===== config.mk =====
export PLATFORM = sky130hd
export DESIGN_NAME = ldc_cmd_decoder
export DESIGN_NICKNAME = d
export VERILOG_FILES = /design/src/logic/ldc_pkg.sv /design/src/logic/ldc_pin_sync.sv /design/src/logic/ldc_cmd_decoder.sv
export SDC_FILE = /design/constraint.sdc
export NUM_CORES = 1
export LEC_CHECK = 0
export BUFFER_PORTS_ARGS = -buffer_cell sky130_fd_sc_hd__buf_2
export CORE_UTILIZATION = 50
export CTS_CLUSTER_SIZE = 24
export DETAILED_ROUTE_END_ITERATION = 7
export PLACE_DENSITY = 0.83
export SLEW_MARGIN = 20
export SYNTH_ARGS = -nofsm -noshare
export SYNTH_HDL_FRONTEND = slang
export SYNTH_HIERARCHICAL = 1
export SYNTH_SLANG_ARGS = --single-unit

===== constraint.sdc =====
create_clock -name i_clk -period 4.2 [get_ports i_clk]
set_input_delay 0.42 -clock i_clk [delete_from_list [all_inputs] [get_ports i_clk]]
set_output_delay 0.42 -clock i_clk [all_outputs]
set_load 0.05 [all_outputs]

===== src/logic/ldc_pkg.sv =====
// shared constants and carriers for the duty/partial/rmw command decoder
package ldc_pkg;
  localparam logic [7:0] LDC_CMD_DUTY = 8'h6D;
  localparam logic [7:0] LDC_CMD_PART_OFF = 8'h96;
  localparam logic [7:0] LDC_CMD_PART_ON = 8'h97;
  localparam logic [7:0] LDC_CMD_PART_AREA = 8'h32;
  localparam logic [7:0] LDC_CMD_RMW_ENTER = 8'hE0;
  localparam logic [7:0] LDC_CMD_RMW_END = 8'hEE;
  localparam logic [7:0] LDC_CMD_OSC_OFF = 8'hAA;
  localparam logic [7:0] LDC_CMD_OSC_ON = 8'hAB;
  localparam int LDC_FLAG_BIT = 0;
  localparam int LDC_FIELD_W = 6;
  localparam logic [5:0] LDC_DUTY_RST = 6'h20;
  localparam logic [5:0] LDC_BLOCK_RST = 6'h00;
  localparam logic LDC_PART_RST = 1'b0;
  localparam logic LDC_OSC_RST = 1'b0;
  localparam logic [9:0] LDC_ROW_TOTAL = 10'h084;
  localparam logic [8:0] LDC_LINE_LIMIT = 9'h084;

  typedef enum logic [2:0] {
    LDC_IDLE = 3'b000,
    LDC_DUTY_P1 = 3'b001,
    LDC_DUTY_P2 = 3'b011,
    LDC_PART_P1 = 3'b010,
    LDC_PART_P2 = 3'b110
  } ldc_phase_type;

  typedef struct packed {
    logic wr;
    logic cds;
    logic [7:0] data;
  } ldc_host_wr_type;

  typedef struct packed {
    logic [5:0] duty_code;
    logic [5:0] start_block;
    logic [8:0] rows_driven;
    logic [7:0] row_first;
    logic [7:0] row_last;
  } ldc_drive_type;

  typedef struct packed {
    logic on;
    logic [7:0] start_line;
    logic [7:0] line_count;
    logic invalid;
  } ldc_partial_type;
endpackage : ldc_pkg


===== src/logic/ldc_pin_sync.sv =====
// three-stage pin synchroniser, change accepted when stages two and three agree
`timescale 1ns/1ps
`default_nettype none
module ldc_pin_sync (
  input wire logic i_clk,
  input wire logic i_srst,
  input wire logic i_pin,
  output logic o_level
);
  typedef struct packed {
    logic s1;
    logic s2;
    logic s3;
    logic lvl;
  } ldc_sync_state_type;

  ldc_sync_state_type st_r;
  ldc_sync_state_type st_nxt;

  always_comb begin
    st_nxt = st_r;
    st_nxt.s1 = i_pin;
    st_nxt.s2 = st_r.s1;
    st_nxt.s3 = st_r.s2;
    if (st_r.s2 == st_r.s3) begin
      st_nxt.lvl = st_r.s3;
    end
  end

  always_ff @(posedge i_clk) begin
    if (i_srst) begin
      st_r <= '0;
    end else begin
      st_r <= st_nxt;
    end
  end

  assign o_level = st_r.lvl;
endmodule : ldc_pin_sync
`default_nettype wire


===== src/logic/ldc_cmd_decoder.sv =====
// command decoder for duty, partial display, read-modify-write and oscillator control
// Notes on behaviour
// - six-bit duty code n drives 4(n+1) rows, 1/4 up to 1/132
// - reset sets the duty code to the 1/132 setting
// - start block k begins the driven area at row 4k, 33 blocks
// - reset clears the start block to zero
// - driven rows run from the start block for duty rows, wrapping past 131
// - command 0x96 or 0x97 turns partial display off or on by bit zero
// - partial area command takes first line then line count, in that order
// - partial area command never alters the duty setting
// - first line plus count beyond 132 is flagged invalid
// - 0xE0 enters rmw, saves column; reads hold, writes advance column
// - 0xEE leaves rmw and restores the saved column
// - 0xAA stops, 0xAB starts oscillator only with both select pins high
`timescale 1ns/1ps
`default_nettype none
module ldc_cmd_decoder #(
  parameter int COL_W = 8,
  parameter logic [7:0] COL_LAST = 8'h83
) (
  input wire logic i_clk,
  input wire logic i_srst,
  input wire ldc_pkg::ldc_host_wr_type i_host,
  input wire logic i_data_rd,
  input wire logic i_col_set,
  input wire logic [7:0] i_col_value,
  input wire logic i_master_select,
  input wire logic i_oscillator_source_select,
  output ldc_pkg::ldc_drive_type o_drive,
  output ldc_pkg::ldc_partial_type o_partial,
  output logic o_rmw_active,
  output logic [7:0] o_col_addr,
  output logic o_data_wr,
  output logic o_osc_on
);
  import ldc_pkg::*;

  typedef struct packed {
    ldc_phase_type phase;
    logic [5:0] duty_code;
    logic [5:0] start_block;
    logic part_on;
    logic [7:0] part_start;
    logic [7:0] part_count;
    logic rmw;
    logic [7:0] col;
    logic [7:0] col_save;
    logic data_wr;
    logic osc_on;
  } ldc_state_type;

  ldc_state_type st_r;
  ldc_state_type st_nxt;
  logic ms_lvl;
  logic cls_lvl;
  logic cmd_wr;
  logic par_wr;
  logic osc_gate;
  logic [7:0] col_inc;
  logic [9:0] row_end;
  logic [9:0] row_first_w;
  logic [9:0] row_wrap;

  ldc_pin_sync u_ms_sync (
    .i_clk(i_clk),
    .i_srst(i_srst),
    .i_pin(i_master_select),
    .o_level(ms_lvl)
  );

  ldc_pin_sync u_cls_sync (
    .i_clk(i_clk),
    .i_srst(i_srst),
    .i_pin(i_oscillator_source_select),
    .o_level(cls_lvl)
  );

  assign cmd_wr = i_host.wr && !i_host.cds;
  assign par_wr = i_host.wr && i_host.cds;
  assign osc_gate = ms_lvl && cls_lvl;
  assign col_inc = (st_r.col == COL_LAST) ? 8'h00 : 8'(st_r.col + 8'h01);

  always_comb begin
    st_nxt = st_r;
    st_nxt.data_wr = 1'b0;
    if (cmd_wr) begin
      st_nxt.phase = LDC_IDLE;
      case (i_host.data)
        LDC_CMD_DUTY: begin
          st_nxt.phase = LDC_DUTY_P1;
        end
        LDC_CMD_PART_AREA: begin
          st_nxt.phase = LDC_PART_P1;
        end
        LDC_CMD_PART_OFF, LDC_CMD_PART_ON: begin
          st_nxt.part_on = i_host.data[LDC_FLAG_BIT];
        end
        LDC_CMD_RMW_ENTER: begin
          if (!st_r.rmw) begin
            st_nxt.col_save = st_r.col;
          end
          st_nxt.rmw = 1'b1;
        end
        LDC_CMD_RMW_END: begin
          if (st_r.rmw) begin
            st_nxt.col = st_r.col_save;
          end
          st_nxt.rmw = 1'b0;
        end
        LDC_CMD_OSC_OFF, LDC_CMD_OSC_ON: begin
          if (osc_gate) begin
            st_nxt.osc_on = i_host.data[LDC_FLAG_BIT];
          end
        end
        default: begin
        end
      endcase
    end else if (par_wr) begin
      case (st_r.phase)
        LDC_DUTY_P1: begin
          st_nxt.duty_code = i_host.data[LDC_FIELD_W-1:0];
          st_nxt.phase = LDC_DUTY_P2;
        end
        LDC_DUTY_P2: begin
          st_nxt.start_block = i_host.data[LDC_FIELD_W-1:0];
          st_nxt.phase = LDC_IDLE;
        end
        LDC_PART_P1: begin
          st_nxt.part_start = i_host.data;
          st_nxt.phase = LDC_PART_P2;
        end
        LDC_PART_P2: begin
          st_nxt.part_count = i_host.data;
          st_nxt.phase = LDC_IDLE;
        end
        default: begin
          st_nxt.data_wr = 1'b1;
          st_nxt.col = col_inc;
        end
      endcase
    end
    if (i_data_rd && !st_r.rmw && !par_wr) begin
      st_nxt.col = col_inc;
    end
    if (i_col_set && !cmd_wr) begin
      st_nxt.col = i_col_value;
    end
  end

  always_ff @(posedge i_clk) begin
    if (i_srst) begin
      st_r <= '0;
      st_r.phase <= LDC_IDLE;
      st_r.duty_code <= LDC_DUTY_RST;
      st_r.start_block <= LDC_BLOCK_RST;
      st_r.part_on <= LDC_PART_RST;
      st_r.osc_on <= LDC_OSC_RST;
    end else begin
      st_r <= st_nxt;
    end
  end

  // driven row window with wrap past the last row
  always_comb begin
    row_first_w = {2'b00, st_r.start_block, 2'b00};
    row_end = 10'(row_first_w + {st_r.duty_code, 2'b11});
    row_wrap = row_end;
    if (row_end >= 10'(LDC_ROW_TOTAL + LDC_ROW_TOTAL)) begin
      row_wrap = 10'(row_end - LDC_ROW_TOTAL - LDC_ROW_TOTAL);
    end else if (row_end >= LDC_ROW_TOTAL) begin
      row_wrap = 10'(row_end - LDC_ROW_TOTAL);
    end
  end

  assign o_drive.duty_code = st_r.duty_code;
  assign o_drive.start_block = st_r.start_block;
  assign o_drive.rows_driven = {1'b0, st_r.duty_code, 2'b00} + 9'h004;
  assign o_drive.row_first = row_first_w[7:0];
  assign o_drive.row_last = row_wrap[7:0];
  assign o_partial.on = st_r.part_on;
  assign o_partial.start_line = st_r.part_start;
  assign o_partial.line_count = st_r.part_count;
  assign o_partial.invalid = (9'(st_r.part_start) + 9'(st_r.part_count)) > LDC_LINE_LIMIT;
  assign o_rmw_active = st_r.rmw;
  assign o_col_addr = st_r.col;
  assign o_data_wr = st_r.data_wr;
  assign o_osc_on = st_r.osc_on;
endmodule : ldc_cmd_decoder
`default_nettype wire


==> results of run 1 <==
-- kinds of logic (layout without fill, tap and decap cells) --
group	count (synthesis)	after routing	synth area share [%]
compound gates	104	104	17.34
simple gates	188	188	22.67
fa+ha+maj	22	22	6.727
mux	35	35	8.205
buf+inv	85	117	13.71
flops	59	59	27.37
xor+xnor	17	17	3.798
other cells	2	6	0.1740
-- final timing paths --
kind / start / end / slack, ps / cells after the start
min: i_master_select / u_ms_sync/st_nxt[2]$_SDFF_PP0_ / 290 / 2
max: o_drive[31]$_SDFFE_PP0P_ / o_drive[6] / 240 / 11
min reg2reg: u_cls_sync/st_nxt[2]$_SDFF_PP0_ / u_cls_sync/st_nxt[1]$_SDFF_PP0_ / 440 / 1
max reg2reg: o_rmw_active$_SDFFE_PP0P_ / o_col_addr[4]$_SDFFE_PP0P_ / 2040 / 6
-- synth_stat cells, types with 3 or more instances --
cell	instances
a211oi_1	4
buf_6	3
nand3_1	17
nor3_1	12
xor2_1	4
a21oi_1	31
nor3b_1	4
nand2_1	43
inv_1	14
o22ai_1	3
o2111ai_1	4
mux2i_1	32
nor2_1	51
buf_2	3
or3_1	6
o21ai_0	16
xnor2_1	12
nand4_1	7
a221oi_1	4
or2b_2	3
and3_1	3
buf_4	50
ha_1	20
nor2b_1	13
a21o_1	3
mux2_2	3
clkbuf_8	3
dfxtp_1	59
a31oi_1	4
o21ai_1	5
nand2b_1	4
clkbuf_1	10
-- power groups by stage --
stage / Clock, mW / Combinational (mW) / Sequential (mW)
after floorplan: 0 / 0.142 / 0.594
after global routing: 0.673 / 0.165 / 0.593
after global placement: 0 / 0.147 / 0.602
after CTS: 0.646 / 0.152 / 0.590
final: 0.635 / 0.154 / 0.591
after detailed placement: 0 / 0.150 / 0.603
-- repair_timing --
item                                    in CTS  in global routing
pin swaps                                    0                  1
cloned                                       0                  0
endpoints found under the setup margin       1                  5
resized for setup                            1                  8
setup buffers                                0                  1
-- routing by layer --
metal  share of wire (%)  track usage [%]  up-vias
met4                 2.3            9.217        0
met1                  44            28.56     1783
met2                  49            40.47      113
met3                 4.7            4.911       25
met5                   0                0        -
li1                    -                -     1828
-- stage by stage --
| stage | std cells | hold WS (ps) | instance area [sq um] | power [mW] |
|---|---|---|---|---|
| global route | 653 | 289.4 | 4638 | 1.431 |
| finish | 653 | 293.3 | 4638 | 1.381 |
| CTS | 652 | 281.4 | 4609 | 1.389 |
| detailed placement | 636 | 430.1 | 4357 | 0.7533 |
| floorplan | 516 | 413.8 | 4330 | 0.7359 |
| global placement | 636 | 417.3 | 4357 | 0.7496 |
-- critical path, cell delays in order (launching register included) --
cell and delay [ps]:
dfxtp_1 360, ha_1 240, fa_1 480, xor2_2 240, inv_1 140, ha_1 250, a21boi_2 370, o221ai_1 250
a21boi_2 310, o32ai_2 140, xor2_1 130, buf_2 280
-- cell type report --
type                       instances  area [sq um]
timing repair buffer              86         442.9
inverter                          15         56.30
clock buffer                       9         123.9
sequential                        59          1181
fill                             771          3661
tap                              105         131.4
multi-input combinational        372          2577
clock inverter                     7         125.1
-- state kept, by name, summed over array words and instances, names as in the netlist --
register and count:
u_ms_sync/st_r 1, o_col_addr 8, u_ms_sync/o_level 1, o_partial 17, o_rmw_active 1, o_drive 12, u_cls_sync/st_r 1, o_data_wr 1
u_cls_sync/o_level 1, u_cls_sync/st_nxt 2, o_osc_on 1, u_ms_sync/st_nxt 2, st_r 11
==> results.yml, run 1 <==
flow_run:
  maxCapViolations: 0
sta:
  fin_worst_skew_ps: 12.95
  worstMarginPinSlew_ps: 1024
  layout_min_cycle_time_ps: 3956
  drv_slew: 0
  finalHoldViolCount: 0
  setup_tns_ps: 0
  rsz0062_at_grt: "no"
  finalSetupViolCount: 0
  max_freq_mhz: 252.8
  slew_headroom_pct: 31.72
  fin_crit_sh_pct: 94.20
  worst_slack_ps: 243.7
power:
  powerDensity_mw_per_mm2: 297.7
  comb_power_share_pct: 11.2
  p_sw_mw: 0.3625
  p_sw_share_pct: 26.25
  clock_power_share_pct: 46.0
  pwr-share-seq_pct: 42.8
  ir_drop_mv: 0.3225
  power.internal_mw: 1.018
  p_leak_nw: 1.996
floorplan:
  start_util_pct: 52.00
  die_area_sq_mm: 0.009006
  pin_count: 90
  core_sq_mm: 0.008299
  die_x_microns: 94.90
  die_h_microns: 94.90
  rows: 33
worst_setup_path:
  timing_worst_setup_path_type: "flip-flop to primary output"
  cp-start-kind: "flip-flop"
  path_max_fanout: 8
  worst-endpoint-required_ps: 3780
  cp-end-kind: "primary output"
  worst_ep_arrival_time_ps: 3540
drt:
  wirelength_microns: 10270
  ant_nets: 0
  dr.first_iter.drc_count: 167
  drtPass1Iterations: 5
  num_vias: 3749
  drc: 0
  wl_per_cell_microns: 15.73
  via_per_inst: 5.741
cells_and_area:
  final_common_cell: "buf_2"
  drive_above_1_share_pct: 25.18
  mostFrequentLayoutCells: "81 x buf_2, 59 x dfxtp_1, 51 x nor2_1, 43 x nand2_1, 32 x mux2i_1"
  fin_util_pct: 55.89
  diodes: 0
  nets: 589
  areaGrowthSynthToFinish_pct: 7.480
clock_network:
  cts_buffers: 9
  clk_pin_slew_ps: 70
  hold_buffers: 0
  cts.sinks: 59
  root_buffer: "clkbuf_8"
  cts_tree: "done"
  htreeDepth: 3
  clk_latency_ps: 340
  clock_path_buffers: 2
grt:
  grt_pass1_vias: 3420
  grt_max_degree: 60
  overflow: 0
  antenna_found_initial: 0
  grt_pass1_wl_microns: 16470
  grtUsageTotal_pct: 23.54
placement:
  portBuffers: 83
  dp_worst_setup_slack_ps: 376.2
  place.gp.congestion: 0.8572
  hpwl_microns: 7712
logic_synthesis:
  avgSynthCellArea_sq_um: 8.428
  async_reset_ff_share_pct: 0
  ys_seq_area_share_pct: 27.37
  synthFlopType: "dfxtp_1"
  synth_edf_count: 0
  synth_area_sq_mm: 0.004315
  synth.ff_latch_count: 59
  yosys-top-cells-area: "dfxtp_1 27%, buf_4 8.7%, mux2i_1 7.4%"
  yosysTopAreaCellShare_pct: 27.37
  synth_cell_type_count: 83
  syn-instance-count: 512
  yosys.area.top_type: "dfxtp_1"
  yosys_warnings: 6
run_status:
  status: "finished clean"
worst_hold_path:
  min_path_type: "primary input to flip-flop"
Note: power is estimated with default switching activity, not from simulation.
==> run 2: changes to the inputs <==
==> constraint.sdc (replaced) <==
create_clock -name i_clk -period 4.6 [get_ports i_clk]
set_input_delay 0.46 -clock i_clk [delete_from_list [all_inputs] [get_ports i_clk]]
set_output_delay 0.46 -clock i_clk [all_outputs]
set_load 0.05 [all_outputs]
==> run 2 against run 1 <==
Effect of this change: setup slack better by 49 ps; sequential share of layout area up 0.36 points; non-clock buffer count down 2; critical path type unchanged; core utilization down 0.78 points; hold slack better by 43 ps.
==> results.yml, run 2 (synthesis results as in run 1) <==
sta:
  worst_slack_ps: 292.4
  drv_slew: 0
  worstMarginPinSlew_ps: 1062
  fin_worst_skew_ps: 9.540
  finalSetupViolCount: 0
  fin_crit_sh_pct: 93.64
  setup_tns_ps: 0
  layout_min_cycle_time_ps: 4308
  rsz0062_at_grt: "no"
  max_freq_mhz: 232.1
  slew_headroom_pct: 29.17
  finalHoldViolCount: 0
worst_setup_path:
  timing_worst_setup_path_type: "flip-flop to primary output"
  path_delay_family: "compound AO/OA/AOI/OAI gates"
  timing.critical_path.cells: "ha_1, fa_1, xor2_1, inv_1, ha_1, a21boi_1, o221ai_1, a21boi_2, o32ai_2, xor2_1, buf_2"
  worstReg2RegStart: "st_r[50]$_SDFFE_PP0P_"
  worst_ep_arrival_time_ps: 3850
  crit_path_start: "o_drive[31]$_SDFFE_PP0P_"
  critPathSlowestCell: "a21boi_1"
  cp_num_buf_inv: 2
  max_stage_delay_ps: 470
  path_max_fanout: 8
  worst-r2r-setup-slack_ps: 2480
  worst-endpoint-required_ps: 4140
  cp-start-kind: "flip-flop"
  cp-end-kind: "primary output"
  reg2reg_depth: 6
  worstReg2RegEnd: "o_col_addr[6]$_SDFFE_PP0P_"
  setup.worst_path.end: "o_drive[6]"
  cp.depth: 11
cells_and_area:
  areaGrowthSynthToFinish_pct: 5.973
  mostFrequentLayoutCells: "83 x buf_2, 59 x dfxtp_1, 51 x nor2_1, 43 x nand2_1, 32 x mux2i_1"
  nets: 587
  largest_reg_flops: 17
  final_common_cell: "buf_2"
  fill_cells: 751
  diodes: 0
  drive_above_1_share_pct: 23.99
  regArea_sq_mm: 0.001181
  multi_input_area_sq_mm: 0.002557
  instances_no_fill: 651
drt:
  wl_met2_microns: 4993
  ant_nets: 0
  drtPass1Iterations: 5
  highest_layer: "met4"
  drc: 0
  m1WireLength_microns: 4445
  wl_met3_microns: 491
  via_per_inst: 5.742
  wl_per_cell_microns: 15.42
  wirelength_microns: 10040
  dr.first_iter.drc_count: 180
  num_vias: 3738
clock_network:
  post_cts_resized: 0
  clk_pin_slew_ps: 70
  clock_path_buffers: 2
  cts.sinks: 59
  cts_tree: "done"
  clk_latency_ps: 340
  cts_buffers: 9
  htreeDepth: 3
  cts_setup_buffers: 0
  hold_buffers: 0
  root_buffer: "clkbuf_8"
floorplan:
  core_sq_mm: 0.008299
  rows: 33
  die_x_microns: 94.90
  die_h_microns: 94.90
  die_area_sq_mm: 0.009006
  pin_count: 90
  start_util_pct: 52.00
power:
  p_leak_nw: 1.975
  total_power_mw: 1.202
  powerDensity_mw_per_mm2: 262.8
  ir_drop_mv: 0.2041
placement:
  hpwl_microns: 7525
  portBuffers: 83
  place.gp.congestion: 0.8564
  dp_cells: 635
  dp_worst_setup_slack_ps: 679.4
grt:
  grt_pass1_wl_microns: 16370
  grt_pass1_vias: 3400
  grt_max_degree: 60
  antenna_found_initial: 0
  grtUsageTotal_pct: 23.03
  overflow: 0
flow_run:
  maxCapViolations: 0
run_status:
  status: "finished clean"
worst_hold_path:
  hold_depth: 2
  min_path_type: "primary input to flip-flop"
run 2: metal layers:
metal / up-vias / GRT usage (%)
met5: - / 0
met4: 0 / 8.207
met3: 12 / 4.106
met2: 130 / 38.85
met1: 1766 / 29.28
li1: 1830 / -
run 2: cell type report:
class / count / share of cell area (%)
multi-input combinational: 372 / 55.92
inverter: 15 / 1.231
timing repair buffer: 84 / 9.248
clock buffer: 9 / 2.709
tap: 105 / 2.873
clock inverter: 7 / 2.189
sequential: 59 / 25.83
run 2: stage by stage:
stage / util, % / cell area (sq um) / hold WS (ps)
after floorplan: - / 4330 / 413.8
after detailed placement: 52.40 / 4349 / 433.6
after global placement: 52.40 / 4349 / 417.5
final: 55.10 / 4573 / 336.6
after global routing: 55.10 / 4573 / 351.9
after CTS: 55.10 / 4573 / 319.2
run 2: worst register-to-register path, cell delays in order (launching register included):
cell	delay [ps]
dfxtp_1	630
or2b_2	240
and2_2	160
o32ai_2	70
a21o_1	350
or3_1	440
a21oi_1	160
run 2: worst min path at each step:
stage	start	to	slack [ps]
5_1_grt	i_master_select	u_ms_sync/st_nxt[2]$_SDFF_PP0_	350
2_1_floorplan	u_cls_sync/st_nxt[2]$_SDFF_PP0_	u_cls_sync/st_nxt[1]$_SDFF_PP0_	410
3_5_place_dp	u_ms_sync/st_nxt[2]$_SDFF_PP0_	u_ms_sync/st_nxt[1]$_SDFF_PP0_	430
6_report	i_oscillator_source_select	u_cls_sync/st_nxt[2]$_SDFF_PP0_	340
4_1_cts	i_oscillator_source_select	u_cls_sync/st_nxt[2]$_SDFF_PP0_	320
3_3_place_gp	u_ms_sync/st_nxt[2]$_SDFF_PP0_	u_ms_sync/st_nxt[1]$_SDFF_PP0_	420
run 2: power breakdown:
| part | leakage, nW | internal, mW | switching [mW] |
|---|---|---|---|
| registers | 0.478 | 0.522 | 0.0181 |
| clock network | 0.114 | 0.308 | 0.216 |
| logic | 1.38 | 0.0436 | 0.0941 |
